## config.mk

```make
export PLATFORM = sky130hd
export DESIGN_NAME = uart_event_offload
export DESIGN_NICKNAME = d
export VERILOG_FILES = /design/src/rtl/uart_event_pkg.sv /design/src/rtl/char_fifo_mem.sv /design/src/rtl/uart_event_offload.sv
export VERILOG_INCLUDE_DIRS = /design/src /design/src/rtl
export SDC_FILE = /design/constraint.sdc
export NUM_CORES = 1
export LEC_CHECK = 0
export BUFFER_PORTS_ARGS = -buffer_cell sky130_fd_sc_hd__buf_2
export CORE_MARGIN = 2
export CORE_UTILIZATION = 50
export DETAILED_ROUTE_END_ITERATION = 10
export PLACE_DENSITY = 0.69
export RECOVER_POWER = 50
export SLEW_MARGIN = 20
export SYNTH_ARGS = -nofsm -noshare
export SYNTH_HDL_FRONTEND = slang
export SYNTH_SLANG_ARGS = --single-unit
```

## constraint.sdc

```tcl
create_clock -name CLK_SYS_I -period 7.3 [get_ports CLK_SYS_I]
set_input_delay 0.365 -clock CLK_SYS_I [delete_from_list [all_inputs] [get_ports CLK_SYS_I]]
set_output_delay 0.365 -clock CLK_SYS_I [all_outputs]
set_load 0.01 [all_outputs]
```

## src/rtl/uart_event_regs.svh

```systemverilog
// Purpose: register offsets, field positions, response codes and counts of
//          the serial event and interrupt controller.
// Assumes: byte addresses on an AXI4-Lite bus, one aligned word each.
`ifndef UART_EVENT_REGS_SVH
`define UART_EVENT_REGS_SVH

`define REG_CTRL 8'h00
`define REG_FIFO_THR 8'h04
`define REG_RX_DATA 8'h08
`define REG_TX_DATA 8'h0c
`define REG_FIFO_STAT 8'h10
`define REG_TMR0_CFG 8'h14
`define REG_TMR1_CFG 8'h18
`define REG_TMR_CMD 8'h1c
`define REG_TMR_STAT 8'h20
`define REG_USER_CC 8'h24
`define REG_INT_STATUS 8'h28
`define REG_INT_CLEAR 8'h2c
`define REG_INT_ENABLE 8'h30
`define REG_BLK_ENABLE 8'h34
`define REG_TOP_BLOCK 8'h38
`define REG_BLK_SUMMARY 8'h3c

`define FIFO_DEPTH 4
`define TMR_MODE_BIT 16
`define THR_TX_LSB 4
`define CC_ASCII_LIM 8'h20
`define CC_ASCII_DEL 8'h7f
`define CC_EBCDIC_LIM 8'h40
`define CC_EBCDIC_EO 8'hff

// source bit positions; block id doubles as priority, 0 highest
`define SRC_RXM_LO 5'd0
`define SRC_RXM_HI 5'd5
`define SRC_RXF_LO 5'd6
`define SRC_RXF_HI 5'd7
`define SRC_TXF_LO 5'd8
`define SRC_TXF_HI 5'd8
`define SRC_TXM_LO 5'd9
`define SRC_TXM_HI 5'd11
`define SRC_TMR_LO 5'd12
`define SRC_TMR_HI 5'd13
`define SRC_MDM_LO 5'd14
`define SRC_MDM_HI 5'd19
`define NONE_PENDING 3'h7

`define RESP_OKAY 2'b00
`define RESP_SLVERR 2'b10

`endif

```

## src/rtl/uart_event_pkg.sv

```systemverilog
// Purpose: types of the serial event and interrupt controller.
// Assumes: two timers of fixed width, twenty sources, six blocks.
// Notes: the controller state apart from the FIFO character storage is one packed struct.
package uart_event_pkg;

    localparam int NSRC = 20;
    localparam int NBLK = 6;
    localparam int TMR_W = 16;

    typedef enum logic [1:0] {
        CC_ASCII,
        CC_EBCDIC,
        CC_USER,
        CC_OFF
    } cc_mode_t;

    typedef struct packed {
        logic aw_full;
        logic [7:0] aw_addr;
        logic w_full;
        logic [31:0] wdata;
        logic [3:0] wstrb;
        logic bvalid;
        logic [1:0] bresp;
        logic rvalid;
        logic [31:0] rdata;
        logic [1:0] rresp;
    } bus_t;

    typedef struct packed {
        logic [2:0] cnt;
        logic [1:0] wp;
        logic [1:0] rp;
    } fifo_t;

    typedef struct packed {
        bus_t bus;
        logic ack_manual;
        cc_mode_t cc_mode;
        logic [2:0] rx_thr;
        logic [2:0] tx_thr;
        fifo_t rx;
        fifo_t tx;
        logic [1:0][TMR_W-1:0] tmr_cnt;
        logic [1:0][TMR_W-1:0] tmr_rel;
        logic [1:0] tmr_baud;
        logic [1:0] tmr_run;
        logic [1:0] tick;
        logic [15:0] user_cc;
        logic [NSRC-1:0] pend;
        logic [NSRC-1:0] src_en;
        logic [NBLK-1:0] blk_en;
        logic [5:0] mdm_s1;
        logic [5:0] mdm_s2;
        logic [5:0] mdm_s3;
    } state_t;

endpackage : uart_event_pkg

```

## src/rtl/char_fifo_mem.sv

```systemverilog
// Purpose: character storage of one FIFO, registered read port.
// Assumes: read address is the head pointer the FIFO will hold next cycle.
// Notes: a write to the address being read is passed straight through.
`timescale 1ns/100ps
module char_fifo_mem #(
    parameter int DEPTH = 4,
    parameter int WIDTH = 8,
    parameter int AW = 2
) (
    // clock
    input wire logic clk_i,
    // write port
    input wire logic we_i,
    input wire logic [AW-1:0] waddr_i,
    input wire logic [WIDTH-1:0] wdata_i,
    // read port
    input wire logic [AW-1:0] raddr_i,
    output logic [WIDTH-1:0] rdata_o
);
    logic [WIDTH-1:0] mem_q [DEPTH];

    always_ff @(posedge clk_i) begin
        if (we_i) begin
            mem_q[waddr_i] <= wdata_i;
        end
        // bypass keeps the head valid right after a push into an empty FIFO
        if (we_i && (waddr_i == raddr_i)) begin
            rdata_o <= wdata_i;
        end else begin
            rdata_o <= mem_q[raddr_i];
        end
    end
endmodule : char_fifo_mem

```

## src/rtl/uart_event_offload.sv

```systemverilog
// Purpose: FIFOs, timers, control character detection and the prioritised
//          interrupt controller of an asynchronous serial controller.
// Assumes: character and event inputs come from logic on CLK_SYS_I; modem
//          lines are pins and are synchronised here.
// Notes: registers reached over AXI4-Lite; see uart_event_regs.svh.
`timescale 1ns/100ps
`include "uart_event_regs.svh"
module uart_event_offload (
    // clock and reset
    input wire logic CLK_SYS_I,
    input wire logic RST_I,
    // axi4-lite write
    input wire logic [7:0] AWADDR_I,
    input wire logic AWVALID_I,
    output logic AWREADY_O,
    input wire logic [31:0] WDATA_I,
    input wire logic [3:0] WSTRB_I,
    input wire logic WVALID_I,
    output logic WREADY_O,
    output logic [1:0] BRESP_O,
    output logic BVALID_O,
    input wire logic BREADY_I,
    // axi4-lite read
    input wire logic [7:0] ARADDR_I,
    input wire logic ARVALID_I,
    output logic ARREADY_O,
    output logic [31:0] RDATA_O,
    output logic [1:0] RRESP_O,
    output logic RVALID_O,
    input wire logic RREADY_I,
    // receive machine
    input wire logic [7:0] RX_CHAR_I,
    input wire logic RX_CHAR_VALID_I,
    input wire logic [4:0] RX_EVT_I,
    // transmit machine
    output logic [7:0] TX_CHAR_O,
    output logic TX_CHAR_VALID_O,
    input wire logic TX_CHAR_READY_I,
    input wire logic [2:0] TX_EVT_I,
    // modem lines
    input wire logic [5:0] MODEM_I,
    // baud ticks and interrupt
    output logic [1:0] BAUD_TICK_O,
    output logic IRQ_O
);
    localparam int NSRC = uart_event_pkg::NSRC;
    localparam int NBLK = uart_event_pkg::NBLK;
    localparam int TW = uart_event_pkg::TMR_W;

    uart_event_pkg::state_t s_q;
    uart_event_pkg::state_t s_d;

    logic [7:0] rx_head;
    logic [7:0] tx_head;
    logic rx_push;
    logic tx_push;
    logic [NSRC-1:0] live;
    logic [NBLK-1:0] blk_pend;
    logic [2:0] top_blk;
    logic [4:0] top_src;

    // merge byte lanes of a write into a register value
    function automatic logic [31:0] merge(input logic [31:0] old,
                                          input logic [31:0] nw,
                                          input logic [3:0] strb);
        logic [31:0] r;
        r = old;
        for (int i = 0; i < 4; i++) begin
            if (strb[i]) begin
                r[i*8 +: 8] = nw[i*8 +: 8];
            end
        end
        return r;
    endfunction : merge

    // source bits that belong to one block
    function automatic logic [NSRC-1:0] blk_mask(input logic [2:0] b);
        logic [4:0] lo;
        logic [4:0] hi;
        logic [NSRC-1:0] m;
        lo = `SRC_RXM_LO;
        hi = `SRC_RXM_HI;
        m = '0;
        unique case (b)
            3'h0: begin lo = `SRC_RXM_LO; hi = `SRC_RXM_HI; end
            3'h1: begin lo = `SRC_RXF_LO; hi = `SRC_RXF_HI; end
            3'h2: begin lo = `SRC_TXF_LO; hi = `SRC_TXF_HI; end
            3'h3: begin lo = `SRC_TXM_LO; hi = `SRC_TXM_HI; end
            3'h4: begin lo = `SRC_TMR_LO; hi = `SRC_TMR_HI; end
            3'h5: begin lo = `SRC_MDM_LO; hi = `SRC_MDM_HI; end
            default: return '0;
        endcase
        for (int i = 0; i < NSRC; i++) begin
            m[i] = (5'(i) >= lo) && (5'(i) <= hi);
        end
        return m;
    endfunction : blk_mask

    // lowest set bit of a source vector
    function automatic logic [4:0] lowest(input logic [NSRC-1:0] v);
        logic [4:0] r;
        r = '0;
        for (int i = NSRC - 1; i >= 0; i--) begin
            if (v[i]) begin
                r = 5'(i);
            end
        end
        return r;
    endfunction : lowest

    function automatic logic cc_match(input uart_event_pkg::cc_mode_t m,
                                      input logic [7:0] c,
                                      input logic [15:0] u);
        unique case (m)
            uart_event_pkg::CC_ASCII:
                return (c < `CC_ASCII_LIM) || (c == `CC_ASCII_DEL);
            uart_event_pkg::CC_EBCDIC:
                return (c < `CC_EBCDIC_LIM) || (c == `CC_EBCDIC_EO);
            uart_event_pkg::CC_USER:
                return (c == u[7:0]) || (c == u[15:8]);
            uart_event_pkg::CC_OFF:
                return 1'b0;
        endcase
    endfunction : cc_match

    // interrupt resolution from registered state
    always_comb begin
        live = s_q.pend & s_q.src_en;
        for (int b = 0; b < NBLK; b++) begin
            blk_pend[b] = |(live & blk_mask(3'(b)));
        end
        top_blk = `NONE_PENDING;
        for (int b = NBLK - 1; b >= 0; b--) begin
            if (blk_pend[b] && s_q.blk_en[b]) begin
                top_blk = 3'(b);
            end
        end
        top_src = lowest(live & blk_mask(top_blk));
    end

    assign rx_push = RX_CHAR_VALID_I && (s_q.rx.cnt != 3'(`FIFO_DEPTH));

    always_comb begin
        logic do_wr;
        logic rd_fire;
        logic rx_pop;
        logic tx_pop;
        logic [7:0] wa;
        logic [7:0] ra;
        logic [31:0] wv;
        logic [31:0] rv;
        logic map_ok;
        logic [NSRC-1:0] set;
        logic [NSRC-1:0] clr;
        logic [1:0] load;
        do_wr = 1'b0;
        rd_fire = 1'b0;
        rx_pop = 1'b0;
        tx_pop = 1'b0;
        wa = '0;
        ra = '0;
        wv = '0;
        rv = '0;
        map_ok = 1'b1;
        set = '0;
        clr = '0;
        load = '0;
        tx_push = 1'b0;
        s_d = s_q;

        // write address and data may arrive in either order
        if (AWVALID_I && AWREADY_O) begin
            s_d.bus.aw_full = 1'b1;
            s_d.bus.aw_addr = AWADDR_I;
        end
        if (WVALID_I && WREADY_O) begin
            s_d.bus.w_full = 1'b1;
            s_d.bus.wdata = WDATA_I;
            s_d.bus.wstrb = WSTRB_I;
        end
        if (BVALID_O && BREADY_I) begin
            s_d.bus.bvalid = 1'b0;
        end
        if (s_d.bus.aw_full && s_d.bus.w_full && !s_q.bus.bvalid) begin
            do_wr = 1'b1;
            wa = s_d.bus.aw_addr;
            s_d.bus.aw_full = 1'b0;
            s_d.bus.w_full = 1'b0;
            s_d.bus.bvalid = 1'b1;
        end

        if (do_wr) begin
            unique case (wa)
                `REG_CTRL: begin
                    wv = merge({29'h0, s_q.cc_mode, s_q.ack_manual},
                               s_d.bus.wdata, s_d.bus.wstrb);
                    s_d.ack_manual = wv[0];
                    s_d.cc_mode = uart_event_pkg::cc_mode_t'(wv[2:1]);
                end
                `REG_FIFO_THR: begin
                    wv = merge({25'h0, s_q.tx_thr, 1'b0, s_q.rx_thr},
                               s_d.bus.wdata, s_d.bus.wstrb);
                    s_d.rx_thr = wv[2:0];
                    s_d.tx_thr = wv[`THR_TX_LSB +: 3];
                end
                `REG_TX_DATA: begin
                    // a push into a full FIFO is dropped
                    tx_push = s_d.bus.wstrb[0] &&
                              (s_q.tx.cnt != 3'(`FIFO_DEPTH));
                end
                `REG_TMR0_CFG, `REG_TMR1_CFG: begin
                    for (int t = 0; t < 2; t++) begin
                        if (wa == ((t == 0) ? `REG_TMR0_CFG : `REG_TMR1_CFG))
                        begin
                            wv = merge({15'h0, s_q.tmr_baud[t], s_q.tmr_rel[t]},
                                       s_d.bus.wdata, s_d.bus.wstrb);
                            s_d.tmr_rel[t] = wv[TW-1:0];
                            s_d.tmr_baud[t] = wv[`TMR_MODE_BIT];
                        end
                    end
                end
                `REG_TMR_CMD: begin
                    if (s_d.bus.wstrb[0]) begin
                        load = s_d.bus.wdata[1:0];
                    end
                end
                `REG_USER_CC: begin
                    wv = merge({16'h0, s_q.user_cc}, s_d.bus.wdata,
                               s_d.bus.wstrb);
                    s_d.user_cc = wv[15:0];
                end
                `REG_INT_CLEAR: begin
                    wv = merge(32'h0, s_d.bus.wdata, s_d.bus.wstrb);
                    clr = wv[NSRC-1:0];
                end
                `REG_INT_ENABLE: begin
                    wv = merge({12'h0, s_q.src_en}, s_d.bus.wdata,
                               s_d.bus.wstrb);
                    s_d.src_en = wv[NSRC-1:0];
                end
                `REG_BLK_ENABLE: begin
                    wv = merge({26'h0, s_q.blk_en}, s_d.bus.wdata,
                               s_d.bus.wstrb);
                    s_d.blk_en = wv[NBLK-1:0];
                end
                `REG_RX_DATA, `REG_FIFO_STAT, `REG_TMR_STAT, `REG_INT_STATUS,
                `REG_TOP_BLOCK, `REG_BLK_SUMMARY: begin
                    wv = '0;
                end
                default: map_ok = 1'b0;
            endcase
            s_d.bus.bresp = map_ok ? `RESP_OKAY : `RESP_SLVERR;
        end

        // read channel; side effects happen when the address is taken
        if (RVALID_O && RREADY_I) begin
            s_d.bus.rvalid = 1'b0;
        end
        rd_fire = ARVALID_I && ARREADY_O;
        if (rd_fire) begin
            ra = ARADDR_I;
            map_ok = 1'b1;
            unique case (ra)
                `REG_CTRL: rv = {29'h0, s_q.cc_mode, s_q.ack_manual};
                `REG_FIFO_THR: rv = {25'h0, s_q.tx_thr, 1'b0, s_q.rx_thr};
                `REG_RX_DATA: begin
                    rx_pop = (s_q.rx.cnt != 3'h0);
                    rv = {23'h0, rx_pop, rx_head};
                    if (!s_q.ack_manual) begin
                        clr[`SRC_RXF_LO] = 1'b1;
                    end
                end
                `REG_FIFO_STAT: rv = {25'h0, s_q.tx.cnt, 1'b0, s_q.rx.cnt};
                `REG_TMR0_CFG: rv = {15'h0, s_q.tmr_baud[0], s_q.tmr_rel[0]};
                `REG_TMR1_CFG: rv = {15'h0, s_q.tmr_baud[1], s_q.tmr_rel[1]};
                `REG_TMR_STAT: begin
                    rv = {30'h0, s_q.pend[`SRC_TMR_HI:`SRC_TMR_LO]};
                    clr[`SRC_TMR_HI:`SRC_TMR_LO] = 2'b11;
                end
                `REG_USER_CC: rv = {16'h0, s_q.user_cc};
                `REG_INT_STATUS: rv = {12'h0, s_q.pend};
                `REG_INT_ENABLE: rv = {12'h0, s_q.src_en};
                `REG_BLK_ENABLE: rv = {26'h0, s_q.blk_en};
                `REG_TOP_BLOCK: begin
                    rv = {19'h0, top_src, 5'h0, top_blk};
                    if (!s_q.ack_manual) begin
                        clr = clr | blk_mask(top_blk);
                    end
                end
                `REG_BLK_SUMMARY: rv = {26'h0, blk_pend};
                `REG_TX_DATA, `REG_TMR_CMD, `REG_INT_CLEAR: rv = '0;
                default: map_ok = 1'b0;
            endcase
            s_d.bus.rvalid = 1'b1;
            s_d.bus.rdata = rv;
            s_d.bus.rresp = map_ok ? `RESP_OKAY : `RESP_SLVERR;
        end

        // receive FIFO
        if (rx_push) begin
            s_d.rx.wp = s_q.rx.wp + 2'h1;
        end
        if (rx_pop) begin
            s_d.rx.rp = s_q.rx.rp + 2'h1;
        end
        s_d.rx.cnt = s_q.rx.cnt + 3'(rx_push) - 3'(rx_pop);
        // zero threshold fires on the first character
        if (s_q.rx.cnt <= s_q.rx_thr && s_d.rx.cnt > s_q.rx_thr) begin
            set[`SRC_RXF_LO] = 1'b1;
        end
        set[`SRC_RXF_HI] = RX_CHAR_VALID_I && !rx_push;
        if (RX_CHAR_VALID_I) begin
            set[`SRC_RXM_LO] = cc_match(s_q.cc_mode, RX_CHAR_I,
                                        s_q.user_cc);
        end
        set[`SRC_RXM_HI:`SRC_RXM_LO + 5'd1] = RX_EVT_I;

        // transmit FIFO
        tx_pop = TX_CHAR_VALID_O && TX_CHAR_READY_I;
        if (tx_push) begin
            s_d.tx.wp = s_q.tx.wp + 2'h1;
        end
        if (tx_pop) begin
            s_d.tx.rp = s_q.tx.rp + 2'h1;
        end
        s_d.tx.cnt = s_q.tx.cnt + 3'(tx_push) - 3'(tx_pop);
        if (s_q.tx.cnt >= s_q.tx_thr && s_d.tx.cnt < s_q.tx_thr) begin
            set[`SRC_TXF_LO] = 1'b1;
        end
        set[`SRC_TXM_HI:`SRC_TXM_LO] = TX_EVT_I;

        // timers; baud mode reloads and ticks, timer mode stops at expiry
        for (int t = 0; t < 2; t++) begin
            s_d.tick[t] = 1'b0;
            if (load[t]) begin
                s_d.tmr_cnt[t] = s_q.tmr_rel[t];
                s_d.tmr_run[t] = 1'b1;
            end else if (s_q.tmr_run[t]) begin
                if (s_q.tmr_cnt[t] != '0) begin
                    s_d.tmr_cnt[t] = s_q.tmr_cnt[t] - TW'(1);
                end else if (s_q.tmr_baud[t]) begin
                    s_d.tmr_cnt[t] = s_q.tmr_rel[t];
                    s_d.tick[t] = 1'b1;
                end else begin
                    s_d.tmr_run[t] = 1'b0;
                    set[`SRC_TMR_LO + 5'(t)] = 1'b1;
                end
            end
        end

        // modem lines: the first stage feeds only the second
        s_d.mdm_s1 = MODEM_I;
        s_d.mdm_s2 = s_q.mdm_s1;
        s_d.mdm_s3 = s_q.mdm_s2;
        set[`SRC_MDM_HI:`SRC_MDM_LO] = s_q.mdm_s2 ^ s_q.mdm_s3;

        // sticky pending; a new event beats a clear in the same cycle
        s_d.pend = (s_q.pend & ~clr) | set;
    end

    always_ff @(posedge CLK_SYS_I or posedge RST_I) begin
        if (RST_I) begin
            s_q <= '0;
        end else begin
            s_q <= s_d;
        end
    end

    char_fifo_mem #(.DEPTH(`FIFO_DEPTH), .WIDTH(8), .AW(2)) u_rx_mem (
        .clk_i(CLK_SYS_I),
        .we_i(rx_push),
        .waddr_i(s_q.rx.wp),
        .wdata_i(RX_CHAR_I),
        .raddr_i(s_d.rx.rp),
        .rdata_o(rx_head)
    );

    char_fifo_mem #(.DEPTH(`FIFO_DEPTH), .WIDTH(8), .AW(2)) u_tx_mem (
        .clk_i(CLK_SYS_I),
        .we_i(tx_push),
        .waddr_i(s_q.tx.wp),
        .wdata_i(s_d.bus.wdata[7:0]),
        .raddr_i(s_d.tx.rp),
        .rdata_o(tx_head)
    );

    // holding registers free up only once the write has been answered
    assign AWREADY_O = !s_q.bus.aw_full && !s_q.bus.bvalid;
    assign WREADY_O = !s_q.bus.w_full && !s_q.bus.bvalid;
    assign BVALID_O = s_q.bus.bvalid;
    assign BRESP_O = s_q.bus.bresp;
    assign ARREADY_O = !s_q.bus.rvalid;
    assign RVALID_O = s_q.bus.rvalid;
    assign RDATA_O = s_q.bus.rdata;
    assign RRESP_O = s_q.bus.rresp;
    assign TX_CHAR_O = tx_head;
    assign TX_CHAR_VALID_O = (s_q.tx.cnt != 3'h0);
    assign BAUD_TICK_O = s_q.tick;
    assign IRQ_O = |(blk_pend & s_q.blk_en);

endmodule : uart_event_offload

```

==> impl_metrics.ini <==
[status]
status = finished, violations left
violations = capacitance limit, slew limit

[logic_synthesis]
avgSynthCellArea_um2 = 11.0
synthArstFlopShare_pct = 77.2
synth_top_family_by_area = compound AO/OA/AOI/OAI gates
yosys_warnings = 0
synth_top_flop_cell = dfrtp_1
synth_compound_area_share_pct = 16.4
syn_inst = 1360
synth_fa_ha_area_share_pct = 2.53
ys_seq_area_share_pct = 52.0
synth_cell_type_count = 93
synthMuxAreaShare_pct = 8.63
synth_area_mm2 = 0.0149
synthSimpleGateAreaFrac_pct = 13.2
synth_seq_cells = 298
synthXorXnorAreaFrac_pct = 1.94
synth-edff-count = 64

[finish]
layout_commonest_cell = dfrtp_1
mostFrequentLayoutCells = dfrtp_1 (230), nand2_1 (125), nor2_1 (95), a21oi_1 (72), buf_2 (70)
stdcell_area_mm2 = 0.0167
fill_cells = 2533
fin_cells = 1853
antenna_cells = 0
drive_above_1_share_pct = 17.3
areaGrowthSynthToFinish_pct = 12.0
fin_nets = 1550

[sta]
worst_slew_pin_slew_ps = 3820
fin_setup_tns_ps = 0
fmax_mhz = 208
hold_ws_ps = 36.2
rsz0062_at_grt = false
setup_viol = 0
finalWorstSetupSlack_ps = 2490
finClkSkew_ps = 12.7
drv_slew = 285
timing_hold_violations_final = 0
timing.final.crit_share_pct = 65.9
min_period_ps = 4810
relSlewSlack_pct = -156

[place]
place_hpwl_mm = 31.9
portBuffers = 108
pre_cts_ws_ps = 3150
post-place-cells = 1784
gp_congestion = 1.02
placed_area_mm2 = 0.0156

[hold_path]
min_path_type = in2reg

[routing]
first_pass_iters = 5
drc = 0
drtIter0Drc = 1288
vias = 11500
wl_per_cell_um = 23.7
wl_mm = 44.0
drtAntennaViolNets = 0
avgViaCountPerCell = 6.19

[setup_path]
worstPathArrival_ps = 5210
crit_path_start_kind = flip-flop
cpLargestDelayFamily = adder cells
cp_data_required_time_ps = 7700
path_class = reg2reg
crit_path_max_incr_delay_ps = 690
cp_cell_sequence = nor3b_1 > clkbuf_1 > mux2i_1 > inv_1 > nand4_1 > a2111oi_4 > inv_1 > ha_1 > inv_1 > ha_1 > fa_1 > xnor2_1 > xnor2_1 > ha_1 > nor2b_1 > o31ai_1
critPathSlowestCell = clkbuf_1
critPathMaxFanout = 20
critPathBufInv = 4
end_kind = flip-flop

[floorplanning]
die_w_um = 177
rows = 63
io_pins = 136
dieHeight_um = 177
die_area_mm2 = 0.0312
core_area_mm2 = 0.0295
start_util_pct = 50.6

[cts]
cts_tree = yes
cts.sink_count = 298
cts_buffers = 34
clk_pin_slew_ps = 60
cts-root-buf = clkbuf_16
ctsLongestPathBuffers = 3
cts-htree-levels = 2
clk_latency_ps = 520

[grt]
grt_overflow = 0
antenna_found_initial = 0
track_usage_pct = 28.7
grt_start_max_net_pins = 87
grt_pass1_vias = 11200
grt_pass1_wl_mm = 67.7

[pwr]
vdd_drop_max_mv = 0.198
p_leak_nw = 6.70
powerDensity_mw_per_mm2 = 310

[flow_run]
max_cap_viol_count = 5
==> stage by stage <==
step           power, mW  util (%)
6_report            5.18      56.6
3_3_place_gp        3.42      52.8
4_1_cts             5.21      56.9
5_1_grt             5.43      56.6
3_5_place_dp        3.47      52.8
2_1_floorplan       3.06         -
==> synth_stat cells (all sizes together) (11+ instances only) <==
cell    count  area share (%)
mux2       61             4.8
nand2     125             3.1
inv        58             1.5
a211oi     11            0.55
nand3      33             1.1
edfxtp     64              13
dfrtp     230              39
nor3       25             1.0
xnor2      23             1.4
a31o       17             1.0
ha         27             2.3
a31oi      15            0.63
mux4       17             2.6
nor4       17            0.80
a22o       15            0.88
or3        11            0.46
buf        56             2.7
a22oi      33             1.7
and2       12            0.50
clkbuf     47             1.2
o21ai      69             2.4
a21o       15            0.81
mux2i      19             1.3
nor2       97             2.5
o22ai      16            0.67
a21oi      75             2.6
nand4      15            0.63
==> worst register-to-register path, cell delays in order, from the launching register on <==
cell and delay, ps:
dfrtp_1 440, nor3b_1 210, clkbuf_1 690, mux2i_1 230, inv_1 230, nand4_1 280
a2111oi_4 580, inv_1 100, ha_1 290, inv_1 40, ha_1 190, fa_1 380
xnor2_1 150, xnor2_1 210, ha_1 260, nor2b_1 130, o31ai_1 280
==> routing by layer <==
metal	up-vias	GRT usage (%)	wire, um
li1	5152	-	-
met2	513	44.1	20200
met4	0	10.5	1600
met5	-	0	0
met1	5702	40.9	18700
met3	105	5.05	3520
==> cells by family (layout without fill, tap and decap cells) <==
group | Yosys count | after routing
adder cells (fa/ha/maj) | 29 | 29
flip-flops | 298 | 298
XOR/XNOR | 33 | 33
AO/OA/AOI/OAI | 351 | 351
other | 1 | 14
AND/OR/NAND/NOR | 389 | 389
multiplexers | 97 | 97
buffers and inverters | 162 | 252
==> flip-flops by register name (all words and copies together), names as in the netlist, named ones only <==
signal	flops
u_rx_mem.mem_q	32
BRESP_O	1
s_d	12
BVALID_O	1
RDATA_O	20
RRESP_O	1
s_q	192
u_tx_mem.mem_q	32
RVALID_O	1
BAUD_TICK_O	2
==> report_power, final <==
| group | total, mW | switching, mW | internal, mW | leakage [nW] |
|---|---|---|---|---|
| clock | 1.74 | 0.686 | 1.06 | 0.559 |
| sequential | 2.23 | 0.232 | 2.00 | 3.43 |
| combinational | 1.20 | 0.740 | 0.459 | 2.72 |
==> final cells by class <==
class | instances | area [um^2] | area share [%]
clock buffer | 53 | 1050 | 6.27
sequential | 298 | 7760 | 46.5
multi-input combinational | 913 | 6420 | 38.4
clock inverter | 8 | 93.8 | 0.562
inverter | 59 | 223 | 1.33
timing repair buffer | 132 | 671 | 4.02
tap | 390 | 488 | 2.92
==> worst paths after layout <==
| path | startpoint | end | slack, ps | cells past startpoint |
|---|---|---|---|---|
| setup reg to reg | BVALID_O$_DFFE_PP0P_ | s_q[52]$_DFF_PP0_ | 2490 | 16 |
| min in group asynchronous | RST_I | s_q[249]$_DFF_PP0_ | 1530 | 3 |
| setup / recovery | BVALID_O$_DFFE_PP0P_ | s_q[52]$_DFF_PP0_ | 2490 | 16 |
| hold / removal | BREADY_I | BVALID_O$_DFFE_PP0P_ | 40 | 2 |
| hold reg to reg | s_d[9]$_DFF_PP0_ | s_d[3]$_DFF_PP0_ | 350 | 0 |
| max in group asynchronous | RST_I | s_q[226]$_DFF_PP0_ | 2690 | 4 |
==> repair_timing <==
item / 4_1_cts / 5_1_grt
gates resized for setup: 0 / 0
hold endpoints to repair: 90 / 0
buffers inserted: 0 / 0
hold buffers: 7 / 0
setup endpoints to repair: 0 / 0
No activity file was read; power rests on OpenSTA's default activity.
